## config.mk

```make
export PLATFORM = sky130hd
export DESIGN_NAME = tbc_core
export DESIGN_NICKNAME = d
export VERILOG_FILES = /design/src/pkg/tbc_pkg.sv /design/src/hw/tbc_core.sv /design/src/hw/tbc_presc.sv
export VERILOG_INCLUDE_DIRS = /design/src /design/src/pkg
export SDC_FILE = /design/constraint.sdc
export NUM_CORES = 1
export LEC_CHECK = 0
export ABC_AREA = 0
export ABC_CLOCK_PERIOD_IN_PS = 3600
export BUFFER_PORTS_ARGS = -buffer_cell sky130_fd_sc_hd__buf_4
export CAP_MARGIN = 5
export CORE_MARGIN = 2
export CORE_UTILIZATION = 39
export CTS_CLUSTER_SIZE = 20
export DETAILED_ROUTE_END_ITERATION = 8
export GPL_TIMING_DRIVEN = 0
export PLACE_DENSITY = 0.63
export SETUP_SLACK_MARGIN = 0.05
export SLEW_MARGIN = 10
export SYNTH_ARGS = -nofsm -noshare
export SYNTH_HDL_FRONTEND = slang
export SYNTH_HIERARCHICAL = 1
export SYNTH_SLANG_ARGS = --single-unit
export TNS_END_PERCENT = 30
```

## constraint.sdc

```tcl
create_clock -name i_sys_clk -period 3.6 [get_ports i_sys_clk]
set_input_delay 0.36 -clock i_sys_clk [delete_from_list [all_inputs] [get_ports i_sys_clk]]
set_output_delay 0.36 -clock i_sys_clk [all_outputs]
set_load 0.05 [all_outputs]
```

## src/pkg/tbc_regs.svh

```systemverilog
`ifndef TBC_REGS_SVH
`define TBC_REGS_SVH

// Register byte offsets
`define TBC_OFS_CTRL      12'h000
`define TBC_OFS_STAT      12'h004
`define TBC_OFS_COUNT     12'h008
`define TBC_OFS_PERIOD    12'h00C

// Control register fields
`define TBC_CTRL_EN       0
`define TBC_CTRL_MODE_LO  1
`define TBC_CTRL_MODE_HI  2
`define TBC_CTRL_TRIG_LO  3
`define TBC_CTRL_TRIG_HI  4
`define TBC_CTRL_CLR      5
`define TBC_CTRL_IRQEN    6
`define TBC_CTRL_SRC      7
`define TBC_CTRL_PSC_LO   8
`define TBC_CTRL_PSC_HI   9

// Status register fields
`define TBC_STAT_OVF      0
`define TBC_STAT_HIEV     1
`define TBC_STAT_DOWN     2
`define TBC_STAT_RUN      3

// Reset values
`define TBC_RST_PERIOD    16'hFFFF
`define TBC_RST_COUNT     16'h0000
`define TBC_RST_PSC       2'h0

// Timing
`define TBC_PSC_CNT_W     3

`endif

```

## src/pkg/tbc_pkg.sv

```systemverilog
package tbc_pkg;

  typedef enum logic [1:0] {
    TBC_MODE_16   = 2'h0,
    TBC_MODE_17   = 2'h1,
    TBC_MODE_DUAL = 2'h2,
    TBC_MODE_CASC = 2'h3
  } tbc_mode_t;

  typedef enum logic [1:0] {
    TBC_TRIG_ALWAYS = 2'h0,
    TBC_TRIG_RISE   = 2'h1,
    TBC_TRIG_FALL   = 2'h2,
    TBC_TRIG_EDGE   = 2'h3
  } tbc_trig_t;

  typedef enum logic [2:0] {
    TBC_REG_CTRL,
    TBC_REG_STAT,
    TBC_REG_COUNT,
    TBC_REG_PERIOD,
    TBC_REG_NONE
  } tbc_reg_t;

  typedef struct packed {
    logic [2:0] cnt;
    logic       tick;
  } tbc_psc_st_t;

  typedef struct packed {
    logic        en;
    tbc_mode_t   mode;
    tbc_trig_t   trig;
    logic        clr;
    logic        irq_en;
    logic        src;
    logic [1:0]  psc;
    logic [15:0] period;
    logic [15:0] count;
    logic        dir_down;
    logic        turn_pend;
    logic        run;
    logic        ovf;
    logic        hiev;
    logic        irq;
    logic [2:0]  ext_sync;
    logic        ext_lvl;
    logic [2:0]  trg_sync;
    logic        trg_lvl;
    logic        pready;
    logic        pslverr;
    logic [31:0] prdata;
  } tbc_core_st_t;

endpackage

```

## src/hw/tbc_core.sv

```systemverilog
// Functional notes
// - Mode 00 is one 16-bit up-counter
// - 16-bit match sets flag, clears, continues
// - Trigger select 00 counts continuously
// - Enable bit starts and stops timer
// - Clear bit restarts count, self-clears
// - Flag requests interrupt only when enabled
// - Mode 01 counts up then down
// - At period, turn down after delay
// - Down to zero sets flag, counts up
// - Mode 10 gives two 8-bit counters
// - Low byte match sets flag, clears low
// - High byte match gives event, clears high
// - Both bytes start on shared trigger
// - Clear resets both bytes together
// - Mode 11 cascades low into high
// - Low match sets flag, bumps high byte
// - High byte wraps 255 to zero
// - Selected source divided by prescaler
// - Register access restarts the count only through the clear bit
//
// The APB register port and the register addresses were decided locally.
`timescale 1ns/1ps
`default_nettype none
`include "tbc_regs.svh"

module tbc_core (
  input  wire logic        i_sys_clk,
  input  wire logic        i_rst_b,
  input  wire logic        i_psel,
  input  wire logic        i_penable,
  input  wire logic        i_pwrite,
  input  wire logic [11:0] i_paddr,
  input  wire logic [31:0] i_pwdata,
  output logic [31:0]      o_prdata,
  output logic             o_pready,
  output logic             o_pslverr,
  input  wire logic        i_ext_clk,
  input  wire logic        i_start_trig,
  output logic             o_irq,
  output logic [15:0]      o_count_value
);

  tbc_pkg::tbc_core_st_t s_q;
  tbc_pkg::tbc_core_st_t s_d;
  logic                  presc_tick;
  logic                  src_tick;
  logic                  cnt_go;
  logic                  wr_fire;

  function automatic tbc_pkg::tbc_reg_t decode(input logic [11:0] addr);
    case (addr)
      `TBC_OFS_CTRL:   decode = tbc_pkg::TBC_REG_CTRL;
      `TBC_OFS_STAT:   decode = tbc_pkg::TBC_REG_STAT;
      `TBC_OFS_COUNT:  decode = tbc_pkg::TBC_REG_COUNT;
      `TBC_OFS_PERIOD: decode = tbc_pkg::TBC_REG_PERIOD;
      default:         decode = tbc_pkg::TBC_REG_NONE;
    endcase
  endfunction

  function automatic logic [31:0] rd_word(input tbc_pkg::tbc_reg_t sel,
                                          input tbc_pkg::tbc_core_st_t st);
    rd_word = 32'h0000_0000;
    case (sel)
      tbc_pkg::TBC_REG_CTRL: begin
        rd_word[`TBC_CTRL_EN]                         = st.en;
        rd_word[`TBC_CTRL_MODE_HI:`TBC_CTRL_MODE_LO] = st.mode;
        rd_word[`TBC_CTRL_TRIG_HI:`TBC_CTRL_TRIG_LO] = st.trig;
        rd_word[`TBC_CTRL_CLR]                        = st.clr;
        rd_word[`TBC_CTRL_IRQEN]                      = st.irq_en;
        rd_word[`TBC_CTRL_SRC]                        = st.src;
        rd_word[`TBC_CTRL_PSC_HI:`TBC_CTRL_PSC_LO]   = st.psc;
      end
      tbc_pkg::TBC_REG_STAT: begin
        rd_word[`TBC_STAT_OVF]  = st.ovf;
        rd_word[`TBC_STAT_HIEV] = st.hiev;
        rd_word[`TBC_STAT_DOWN] = st.dir_down;
        rd_word[`TBC_STAT_RUN]  = st.run;
      end
      tbc_pkg::TBC_REG_COUNT:  rd_word[15:0] = st.count;
      tbc_pkg::TBC_REG_PERIOD: rd_word[15:0] = st.period;
      default:                 rd_word = 32'h0000_0000;
    endcase
  endfunction

  // Internal source runs every cycle; pin source counts its filtered rising edges
  assign src_tick = s_q.src ? (s_q.ext_sync[2] == s_q.ext_sync[1]) &
                              s_q.ext_sync[1] & ~s_q.ext_lvl : 1'b1;

  tbc_presc u_presc (
    .i_sys_clk  (i_sys_clk),
    .i_rst_b    (i_rst_b),
    .i_src_tick (src_tick),
    .i_sel      (s_q.psc),
    .i_clr      (s_q.clr | ~s_q.en),
    .o_tick     (presc_tick)
  );

  assign cnt_go  = presc_tick & s_q.en & s_q.run & ~s_q.clr;
  assign wr_fire = i_psel & i_penable & s_q.pready & i_pwrite & ~s_q.pslverr;

  always_comb begin
    logic             trg_new;
    logic             trg_rise;
    logic             trg_fall;
    logic [7:0]       lo;
    logic [7:0]       hi;
    tbc_pkg::tbc_reg_t sel;
    trg_new  = s_q.trg_lvl;
    trg_rise = 1'b0;
    trg_fall = 1'b0;
    lo       = s_q.count[7:0];
    hi       = s_q.count[15:8];
    sel      = decode(i_paddr);
    s_d         = s_q;
    s_d.pready  = 1'b0;
    s_d.pslverr = 1'b0;
    s_d.clr     = 1'b0;

    // Pin synchronisers; a level counts once stages two and three agree
    s_d.ext_sync = {s_q.ext_sync[1:0], i_ext_clk};
    s_d.trg_sync = {s_q.trg_sync[1:0], i_start_trig};
    if (s_q.ext_sync[2] == s_q.ext_sync[1]) begin
      s_d.ext_lvl = s_q.ext_sync[1];
    end
    if (s_q.trg_sync[2] == s_q.trg_sync[1]) begin
      trg_new = s_q.trg_sync[1];
    end
    s_d.trg_lvl = trg_new;
    trg_rise    = trg_new & ~s_q.trg_lvl;
    trg_fall    = ~trg_new & s_q.trg_lvl;

    // APB: answer one cycle into the access phase, write on the pready edge
    if (i_psel & i_penable & ~s_q.pready) begin
      s_d.pready  = 1'b1;
      s_d.pslverr = (sel == tbc_pkg::TBC_REG_NONE);
      s_d.prdata  = rd_word(sel, s_q);
    end
    if (wr_fire) begin
      unique case (sel)
        tbc_pkg::TBC_REG_CTRL: begin
          s_d.en     = i_pwdata[`TBC_CTRL_EN];
          s_d.mode   = tbc_pkg::tbc_mode_t'(i_pwdata[`TBC_CTRL_MODE_HI:`TBC_CTRL_MODE_LO]);
          s_d.trig   = tbc_pkg::tbc_trig_t'(i_pwdata[`TBC_CTRL_TRIG_HI:`TBC_CTRL_TRIG_LO]);
          s_d.clr    = i_pwdata[`TBC_CTRL_CLR];
          s_d.irq_en = i_pwdata[`TBC_CTRL_IRQEN];
          s_d.src    = i_pwdata[`TBC_CTRL_SRC];
          s_d.psc    = i_pwdata[`TBC_CTRL_PSC_HI:`TBC_CTRL_PSC_LO];
        end
        tbc_pkg::TBC_REG_STAT: begin
          if (i_pwdata[`TBC_STAT_OVF]) begin
            s_d.ovf = 1'b0;
          end
          if (i_pwdata[`TBC_STAT_HIEV]) begin
            s_d.hiev = 1'b0;
          end
        end
        tbc_pkg::TBC_REG_PERIOD: s_d.period = i_pwdata[15:0];
        default: ;  // Count register is read-only; writes change nothing
      endcase
    end

    // Start control; both bytes share one run latch
    if (!s_q.en) begin
      s_d.run = 1'b0;
    end else if (s_q.trig == tbc_pkg::TBC_TRIG_ALWAYS) begin
      s_d.run = 1'b1;
    end else if ((s_q.trig == tbc_pkg::TBC_TRIG_RISE && trg_rise) ||
                 (s_q.trig == tbc_pkg::TBC_TRIG_FALL && trg_fall) ||
                 (s_q.trig == tbc_pkg::TBC_TRIG_EDGE && (trg_rise || trg_fall))) begin
      s_d.run = 1'b1;
    end

    if (s_q.mode != tbc_pkg::TBC_MODE_17) begin
      s_d.dir_down  = 1'b0;
      s_d.turn_pend = 1'b0;
    end else if (s_q.turn_pend) begin
      s_d.dir_down  = 1'b1;
      s_d.turn_pend = 1'b0;
    end

    // Counting; event sets come after software clears so a set wins
    if (s_q.clr) begin
      s_d.count     = 16'h0000;
      s_d.dir_down  = 1'b0;
      s_d.turn_pend = 1'b0;
    end else if (cnt_go) begin
      unique case (s_q.mode)
        tbc_pkg::TBC_MODE_16: begin
          if (s_q.count >= s_q.period) begin
            s_d.count = 16'h0000;
            s_d.ovf   = 1'b1;
          end else begin
            s_d.count = 16'(s_q.count + 16'h0001);
          end
        end
        tbc_pkg::TBC_MODE_17: begin
          if (!s_q.dir_down) begin
            if (s_q.count >= s_q.period) begin
              s_d.turn_pend = ~s_q.turn_pend;
            end else begin
              s_d.count = 16'(s_q.count + 16'h0001);
              if (16'(s_q.count + 16'h0001) >= s_q.period) begin
                s_d.turn_pend = 1'b1;
              end
            end
          end else if (s_q.count <= 16'h0001) begin
            s_d.count    = 16'h0000;
            s_d.ovf      = 1'b1;
            s_d.dir_down = 1'b0;
          end else begin
            s_d.count = 16'(s_q.count - 16'h0001);
          end
        end
        tbc_pkg::TBC_MODE_DUAL: begin
          if (lo >= s_q.period[7:0]) begin
            lo      = 8'h00;
            s_d.ovf = 1'b1;
          end else begin
            lo = 8'(lo + 8'h01);
          end
          if (hi >= s_q.period[15:8]) begin
            hi       = 8'h00;
            s_d.hiev = 1'b1;
          end else begin
            hi = 8'(hi + 8'h01);
          end
          s_d.count = {hi, lo};
        end
        tbc_pkg::TBC_MODE_CASC: begin
          if (lo >= s_q.period[7:0]) begin
            lo      = 8'h00;
            s_d.ovf = 1'b1;
            hi      = 8'(hi + 8'h01);
          end else begin
            lo = 8'(lo + 8'h01);
          end
          s_d.count = {hi, lo};
        end
      endcase
    end

    s_d.irq = s_d.ovf & s_d.irq_en;
  end

  always_ff @(posedge i_sys_clk or negedge i_rst_b) begin
    if (!i_rst_b) begin
      s_q        <= '0;
      s_q.period <= `TBC_RST_PERIOD;
      s_q.count  <= `TBC_RST_COUNT;
      s_q.psc    <= `TBC_RST_PSC;
    end else begin
      s_q <= s_d;
    end
  end

  assign o_prdata      = s_q.prdata;
  assign o_pready      = s_q.pready;
  assign o_pslverr     = s_q.pslverr;
  assign o_irq         = s_q.irq;
  assign o_count_value = s_q.count;
endmodule

`default_nettype wire

```

## src/hw/tbc_presc.sv

```systemverilog
`timescale 1ns/1ps
`default_nettype none
`include "tbc_regs.svh"

// Divides the selected source tick by 1, 2, 4 or 8
module tbc_presc (
  input  wire logic       i_sys_clk,
  input  wire logic       i_rst_b,
  input  wire logic       i_src_tick,
  input  wire logic [1:0] i_sel,
  input  wire logic       i_clr,
  output logic            o_tick
);

  tbc_pkg::tbc_psc_st_t s_q;
  tbc_pkg::tbc_psc_st_t s_d;

  function automatic logic [2:0] div_last(input logic [1:0] sel);
    div_last = 3'((4'h1 << sel) - 4'h1);
  endfunction

  always_comb begin
    s_d      = s_q;
    s_d.tick = 1'b0;
    if (i_clr) begin
      s_d.cnt = 3'h0;
    end else if (i_src_tick) begin
      if (s_q.cnt >= div_last(i_sel)) begin
        s_d.cnt  = 3'h0;
        s_d.tick = 1'b1;
      end else begin
        s_d.cnt = 3'(s_q.cnt + 3'h1);
      end
    end
  end

  always_ff @(posedge i_sys_clk or negedge i_rst_b) begin
    if (!i_rst_b) begin
      s_q <= '0;
    end else begin
      s_q <= s_d;
    end
  end

  assign o_tick = s_q.tick;

endmodule

`default_nettype wire

```

# After elaboration in Yosys (flattened, before gate mapping)
# Cells that the tools add are included.
# op_classes
add_sub_neg	6
magnitude_cmp	6
n_eq_ne	19
shifts	1
n_mux	49
bitwise	22
n_reduce_logical	17
# op_table
op	count
$mux 16	5
$pmux 16 s4	1
$mux 18	2
$mux 34	1
$ge 16x16->1	2
$eq 12x4->1 const B	2
$mux 8	3
$mux 21	1
$mux 1	20
$pmux 6 s3	1
$add 16x1->16 const B	1
$add 8x1->8 const B	2
$ge 8x8->1	2
$le 16x1->1 const B	1
$pmux 4 s4	1
$sub 16x1->16 const B	1
$mux 2	7
$and 1x1->1	13
$eq 12x3->1 const B	1
$logic_not 12->1	1
$pmux 3 s4	1
$pmux 6 s2	1
$eq 2x2->1 const B	4
$not 1->1	8
other kinds (26)	38
# totals
ff_bits	78
input_bits	51
output_inout_bits	51
wordCells	145

# Logic depth before layout (Yosys ltp)
# Gate-level depths: netlist of run 1.
# depth
depth_word	11
depth_mapped	16
ltp_nobuf	14

# Modules after synthesis
# Netlist of run 1, hierarchy kept.
# modules_own_cells
module	instances	cells_each	area_per_inst_um2	seq_area_each_um2
tbc_core	1	639	5535.3	1871.8
tbc_presc	1	28	291.5	100.1

# Worst setup path before layout of run 1
# No wires, ideal clock.
# synth_path
kind	flip-flop to flip-flop
startpoint	register s_q (netlist bit o_count_value[2])
endpoint	register s_q[46] (netlist bit)
setup_time_ps	134
arrival_ps	2580
t_required_ps	3466
slack_ps	886
path_stages_with_launch	17
path_buffers	2
synth_period_minus_slack_ps	2714
path_cell_list	dfrtp_1 > buf_4 > and3_1 > and3_1 > buf_2 > nand3_1 > nor3_1 > xnor2_1 > ha_1 > a21o_1 > a21o_1 > a21oi_1 > nor2b_1 > o21ai_0 > a21oi_1 > nor3_1 > a221oi_1
# synth_rtl
item	line_no	text
from (decl)	tbc_core.sv:44	tbc_pkg::tbc_core_st_t s_q;

==> flow_summary.yaml, run 1 <==
yosys:
  synth-seq-cells: 78
  synth_async_sr_flop_share_pct: 100
  synth_area_leaders: "dfrtp_1, ha_1, dfstp_2, buf_4, nand2_1"
  syn_inst: 667
  postSynthAreaPerCell_um2: 8.74
  synth_ff_type: "dfrtp_1"
  synthesis.area_um2: 5830
  synth_top_area_share_pct: 26.6
  synth_edf_count: 0
  ys_types: 76
  yosysTopAreaCell: "dfrtp_1"
  yosys_warnings: 6
  synth-seq-area-share_pct: 33.8
placed_design:
  dp_slack_ns: 0.247
  dp_cells: 934
  io_buffers: 68
  gp_congestion: 0.916
  dp_hpwl_um: 13300
  postPlaceCellArea_um2: 6620
final_layout:
  antenna-diode-count: 0
  finalNonFillerCells: 950
  multiInputGateArea_um2: 3280
  final_nets: 857
  design_area_um2: 6910
  drive_above_1_share_pct: 26.4
  area_delta_synth_final_pct: 18.6
  fillerInstances: 1416
  regArea_um2: 1970
cts:
  clkLatencyLatePin_ns: 0.35
  cts-resized-gates: 0
  hold_buffers: 0
  clock_path_buffers: 2
  cts_setup_buffers: 0
  clockRootBuffer: "clkbuf_16"
  cts-htree-levels: 3
  path_clk_slew_ns: 0.07
  cts_made_buffers: 9
  cts.sinks: 78
  cts_tree: "done"
routing:
  route.detailed.drc: 0
  final_antenna_net_count: 0
  dr.pass1.iters: 5
  via_per_inst: 5.51
  vias: 5239
  drt-total-wl_um: 17200
  drt_iter0_drc: 512
  wl_per_cell_um: 18.1
sta:
  fmax_mhz: 307
  grt_setup_unrepaired: "false"
  tightest_slew_ns: 1.02
  min_period_ns: 3.25
  holdWs_ns: 0.119
  finalSetupTns_ns: 0
  skew_ns: 0.0107
  slew-limit-headroom_pct: 32.3
  finalHoldViolCount: 0
  period_share_pct: 90.4
  slew_violations: 0
  setup_violations: 0
  setup_ws_ns: 0.346
setup_path:
  critical_path_class: "reg -> reg"
  crit_buf_inv: 2
  path_cells: "buf_4 -> and3_1 -> and3_1 -> buf_2 -> nand3_1 -> nor3_1 -> xnor2_1 -> ha_1 -> a21o_1 -> a21o_1 -> a21oi_1 -> nor2b_1 -> o21ai_0 -> a21oi_1 -> nor3_2 -> a221oi_1"
  slowest_stage: "dfrtp_1"
  critical_path_required_ns: 3.83
  max_stage_delay_ns: 0.42
  crit_family: "simple AND/OR/NAND/NOR gates"
  arrival_ns: 3.48
  startpoint_type: "flip-flop"
  worstSetupEndpointType: "flip-flop"
  path_max_fanout: 9
floorplanning:
  ioPinCount: 102
  dieArea_um2: 15900
  die_h_um: 126
  core_um2: 14600
  rows: 44
  die_width_um: 126
  start_util_pct: 39.9
flow_run:
  maxCapViolCount: 0
grt:
  grt_pass1_wl_um: 27400
  grt_max_degree: 79
  grt_pass1_vias: 5147
  antenna_found_initial: 0
  grt-ovfl-total: 0
  grt.total_usage_pct: 21.8
status:
  status: "finished, final reports clean"
power_and_ir_drop:
  irDropWorstVdd_mv: 0.196
  powerDensity_nw_per_um2: 293
  p_leak_nw: 3.42
worst_hold_path:
  hp-class: "in -> reg"
-- per-stage QoR --
step / total power [mW] / util [%]
global route: 2.09 / 47.4
CTS: 2.05 / 47.3
detailed placement: 1.15 / 45.4
global placement: 1.15 / 45.4
floorplan: 1.07 / -
finish: 2.03 / 47.4
-- cell usage in the layout (no fill, tap or decap), types with 7 or more instances in the layout --
master and n:
buf_4 117, o21ai_0 59, clkbuf_1 17, a221oi_1 7, nor3_1 8, dfstp_2 16, nand2_1 82, inv_1 32
conb_1 16, nor2_1 49, dfrtp_1 61, ha_1 45, buf_2 8, and3_1 10, clkbuf_16 9, o31ai_1 12
a31oi_1 8, nand4_1 7, a22oi_1 10, mux2_2 13, nand3_1 18, a21oi_1 29, xnor2_1 11
-- power by group --
| part | leakage (nW) | total [mW] | switching [mW] | internal [mW] |
|---|---|---|---|---|
| logic | 2.30 | 0.231 | 0.149 | 0.0821 |
| registers | 0.986 | 0.904 | 0.00917 | 0.895 |
| clock network | 0.134 | 0.893 | 0.416 | 0.477 |
-- synth_stat cells, types with 4 or more instances --
master     n
nand2_1   82
dfrtp_1   62
o21ai_0   59
buf_4     49
nor2_1    49
ha_1      45
inv_1     32
a21oi_1   29
nand3_1   18
clkbuf_1  17
dfstp_2   16
mux2_2    13
o31ai_1   12
xnor2_1   11
a22oi_1   10
and3_1    10
nor3_1     9
a31oi_1    8
buf_2      8
a221oi_1   7
nand4_1    7
nand2b_1   6
xor2_1     6
mux2i_1    5
nand3b_1   5
o21a_1     5
a211oi_1   4
a22o_1     4
and2_1     4
nor4_1     4
-- cell families (layout without fill, tap and decap cells) --
group / count (synthesis) / count (layout) / share of synthesized area [%]
simple gates: 221 / 221 / 19.2
compound gates: 174 / 174 / 20.0
buf+inv: 112 / 196 / 10.9
flops: 78 / 78 / 33.8
fa+ha+maj: 45 / 45 / 9.66
mux: 19 / 19 / 3.76
xor+xnor: 17 / 17 / 2.56
other cells: 1 / 16 / 0.0644
-- metal layers --
metal | vias to the layer above | routed length, µm | GRT usage, %
li1 | 2502 | - | -
met1 | 2511 | 8020 | 30.3
met2 | 190 | 7850 | 34.5
met3 | 36 | 871 | 2.80
met4 | 0 | 457 | 8.53
met5 | - | 0 | 0
-- worst paths after layout --
path / from / end / slack, ns / cells after the start
hold / removal: i_start_trig / s_d[36] / 0.12 / 1
max in group asynchronous: i_rst_b / o_count_value[0] / 2.74 / 1
setup reg to reg: o_count_value[2] / s_q[46] / 0.35 / 16
hold reg to reg: s_d[36] / s_d[37] / 0.35 / 0
setup / recovery: o_count_value[2] / s_q[46] / 0.35 / 16
min in group asynchronous: i_rst_b / s_q[46] / 0.17 / 1
-- flip-flops by register name, indices dropped and copies added, names as in the netlist --
name,count
u_presc/o_tick,1
o_prdata,16
o_irq,1
s_q,35
s_d,4
o_pready,1
o_pslverr,1
o_count_value,16
u_presc/s_q,3
-- layout make-up --
cell class / count / share of cell area, %
Multi-Input combinational cell: 492 / 47.4
Sequential cell: 78 / 28.5
Buffer: 79 / 7.42
Timing Repair Buffer: 68 / 7.38
Tap cell: 184 / 3.33
Clock buffer: 9 / 3.26
Inverter: 33 / 1.79
Clock inverter: 7 / 0.833
(Power assumes the default switching activity.)
==> run 2: changes to the inputs <==
--- a/config.mk
+++ b/config.mk
@@ -6,7 +6,6 @@
 export SDC_FILE = /design/constraint.sdc
 export NUM_CORES = 1
 export LEC_CHECK = 0
-export ABC_AREA = 0
 export ABC_CLOCK_PERIOD_IN_PS = 3600
 export BUFFER_PORTS_ARGS = -buffer_cell sky130_fd_sc_hd__buf_4
 export CAP_MARGIN = 5
@@ -20,6 +19,5 @@
 export SLEW_MARGIN = 10
 export SYNTH_ARGS = -nofsm -noshare
 export SYNTH_HDL_FRONTEND = slang
-export SYNTH_HIERARCHICAL = 1
 export SYNTH_SLANG_ARGS = --single-unit
 export TNS_END_PERCENT = 30
==> run 2 against run 1 <==
  * Cell count decreased by 2.3%
  * Combinational power decreased by 2%
  * Clock power increased by 14%
  * Area after synthesis increased by 0.32%
  * Sequential share of layout area decreased by 0.30 points
  * Cell area increased by 1.0%
  * Worst setup slack got worse by 0.14 ns
  * Critical path depth decreased by 2
==> flow_summary.yaml, run 2 <==
status:
  status: "finished, final reports clean"
yosys:
  synth.most_common_cell: "nand2_1"
  yosysTopAreaCell: "dfrtp_1"
  postSynthAreaPerCell_um2: 9.08
  synth_ff_type: "dfrtp_1"
  synth_compound_area_share_pct: 20.9
  synth_top_area_share_pct: 26.5
  synth_async_sr_flop_share_pct: 100
  syn_inst: 644
  synthXorXnorAreaFrac_pct: 3.30
  ys_top_cells_by_count: "nand2_1, dfrtp_1, nor2_1"
  synthAdderAreaFrac_pct: 9.63
  synth-seq-cells: 78
  yosys_warnings: 0
  synth.area.mux_share_pct: 2.78
  synth_top_family_by_area: "compound AO/OA/AOI/OAI gates"
  synthesis.area_um2: 5850
  ys_types: 83
  synth-seq-area-share_pct: 33.7
  synth_edf_count: 0
  synth_area_leaders: "dfrtp_1, ha_1, dfstp_2, buf_4, nand2_1"
  synth_simple_gate_area_share_pct: 17.9
routing:
  dr.pass1.iters: 5
  vias: 5076
  via_per_inst: 5.47
  drt_iter0_drc: 326
  wl_per_cell_um: 18.3
  final_antenna_net_count: 0
  route.detailed.drc: 0
  drt-total-wl_um: 17000
worst_hold_path:
  hp-class: "in -> reg"
sta:
  tightest_slew_ns: 0.997
  fmax_mhz: 294
  holdWs_ns: 0.118
  min_period_ns: 3.40
  slew-limit-headroom_pct: 32.8
  setup_ws_ns: 0.202
  grt_setup_unrepaired: "false"
  finalHoldViolCount: 0
  finalSetupTns_ns: 0
  setup_violations: 0
  period_share_pct: 94.4
  slew_violations: 0
  skew_ns: 0.0121
floorplanning:
  die_h_um: 126
  dieArea_um2: 16000
  ioPinCount: 102
  rows: 44
  die_width_um: 126
  start_util_pct: 40.1
  core_um2: 14600
setup_path:
  slowest_stage: "dfrtp_1"
  worstSetupEndpointType: "flip-flop"
  critical_path_required_ns: 3.82
  arrival_ns: 3.61
  path_max_fanout: 9
  startpoint_type: "flip-flop"
  critical_path_class: "reg -> reg"
  max_stage_delay_ns: 0.51
  path_cells: "clkbuf_8 -> nand3_1 -> or2_2 -> nor2_1 -> nand2_1 -> xnor2_1 -> ha_1 -> a21o_1 -> a21o_1 -> a21oi_1 -> o21ai_0 -> o21a_1 -> o21ai_0 -> a221oi_1"
flow_run:
  maxCapViolCount: 0
cts:
  path_clk_slew_ns: 0.06
  clkLatencyLatePin_ns: 0.35
  cts-resized-gates: 0
  clock_path_buffers: 2
  hold_buffers: 0
  cts_made_buffers: 9
  cts_setup_buffers: 0
  clockRootBuffer: "clkbuf_16"
  cts-htree-levels: 3
  cts.sinks: 78
  cts_tree: "done"
final_layout:
  drive_above_1_share_pct: 26.6
  antenna-diode-count: 0
  finalNonFillerCells: 928
  design_area_um2: 6980
  regMostFlops: "s_q"
  final_cell_mix: "buf_4, nand2_1, dfrtp_1"
  largest_reg_flops: 35
  final_util_pct: 47.9
  final_common_cell: "buf_4"
  area_delta_synth_final_pct: 19.5
  final_nets: 835
placed_design:
  dp_slack_ns: 0.140
  dp_hpwl_um: 13000
  io_buffers: 69
  gp_congestion: 0.891
  dp_cells: 912
  postPlaceCellArea_um2: 6650
power_and_ir_drop:
  powerDensity_nw_per_um2: 308
  p_leak_nw: 3.44
  irDropWorstVdd_mv: 0.250
  p_total_mw: 2.15
grt:
  antenna_found_initial: 0
  grt-ovfl-total: 0
  grt_pass1_wl_um: 27100
  grt_max_degree: 79
  grt_pass1_vias: 5024
  grt.total_usage_pct: 21.6
run 2: cell types whose count changed after synthesis, sizes merged, moves of 7 or more:
cell and change:
a21oi -19, nand2 -15, o21ai -15, a22o +11, o22ai +8, o31ai -8
a221oi +7, inv +7, nor3 +7
run 2: layer usage:
layer | share of wire, % | GRT usage (%) | up-vias
met5 | 0 | 0 | -
met4 | 1.7 | 5.17 | 0
met3 | 6.2 | 5.48 | 25
met2 | 45 | 34.1 | 169
met1 | 47 | 29.9 | 2448
li1 | - | - | 2434
run 2: power breakdown:
part	internal, mW	leakage [nW]	switching [mW]
combinational	0.0822	2.30	0.144
clock	0.628	0.160	0.392
sequential	0.895	0.987	0.00902
total	1.61	3.44	0.545
run 2: kinds of logic after synthesis:
kind of cell	Yosys count
and+or+nand+nor	207
AOI/OAI and AO/OA	161
DFF	78
buffers and inverters	115
xor gates and xnor gates	22
adders and majority gates	45
muxes	15
other	1
run 2: path summary, 6_finish.rpt:
| check | from | endpoint | slack, ns | cells after the start |
|---|---|---|---|---|
| min | i_start_trig | s_d[36] | 0.12 | 1 |
| max | o_count_value[0] | s_q[46] | 0.20 | 14 |
| min in group asynchronous | i_rst_b | o_count_value[8] | 0.16 | 1 |
| min reg2reg | s_d[36] | s_d[37] | 0.35 | 0 |
| max reg2reg | o_count_value[0] | s_q[46] | 0.20 | 14 |
| max in group asynchronous | i_rst_b | s_q[45] | 2.76 | 1 |
run 2: area by class of cell:
cell class | count | area [µm²]
well taps | 184 | 230
inverters | 40 | 150
flip-flops and latches | 78 | 1970
plain buffers | 75 | 536
fillers | 1424 | 7610
multi-input cells | 466 | 3250
repair buffers | 69 | 518
clock inverters | 5 | 82.6
clock buffers | 11 | 243
run 2: worst max-delay path, delay by kind of cell, from the launching register on:
family                   cells  cell delay [ns]
AO/OA/AOI/OAI                7             1.16
AND/OR/NAND/NOR              4             0.82
XOR/XNOR                     1             0.23
flip-flops                   1             0.51
buffers and inverters        1             0.25
adder cells (fa/ha/maj)      1             0.29
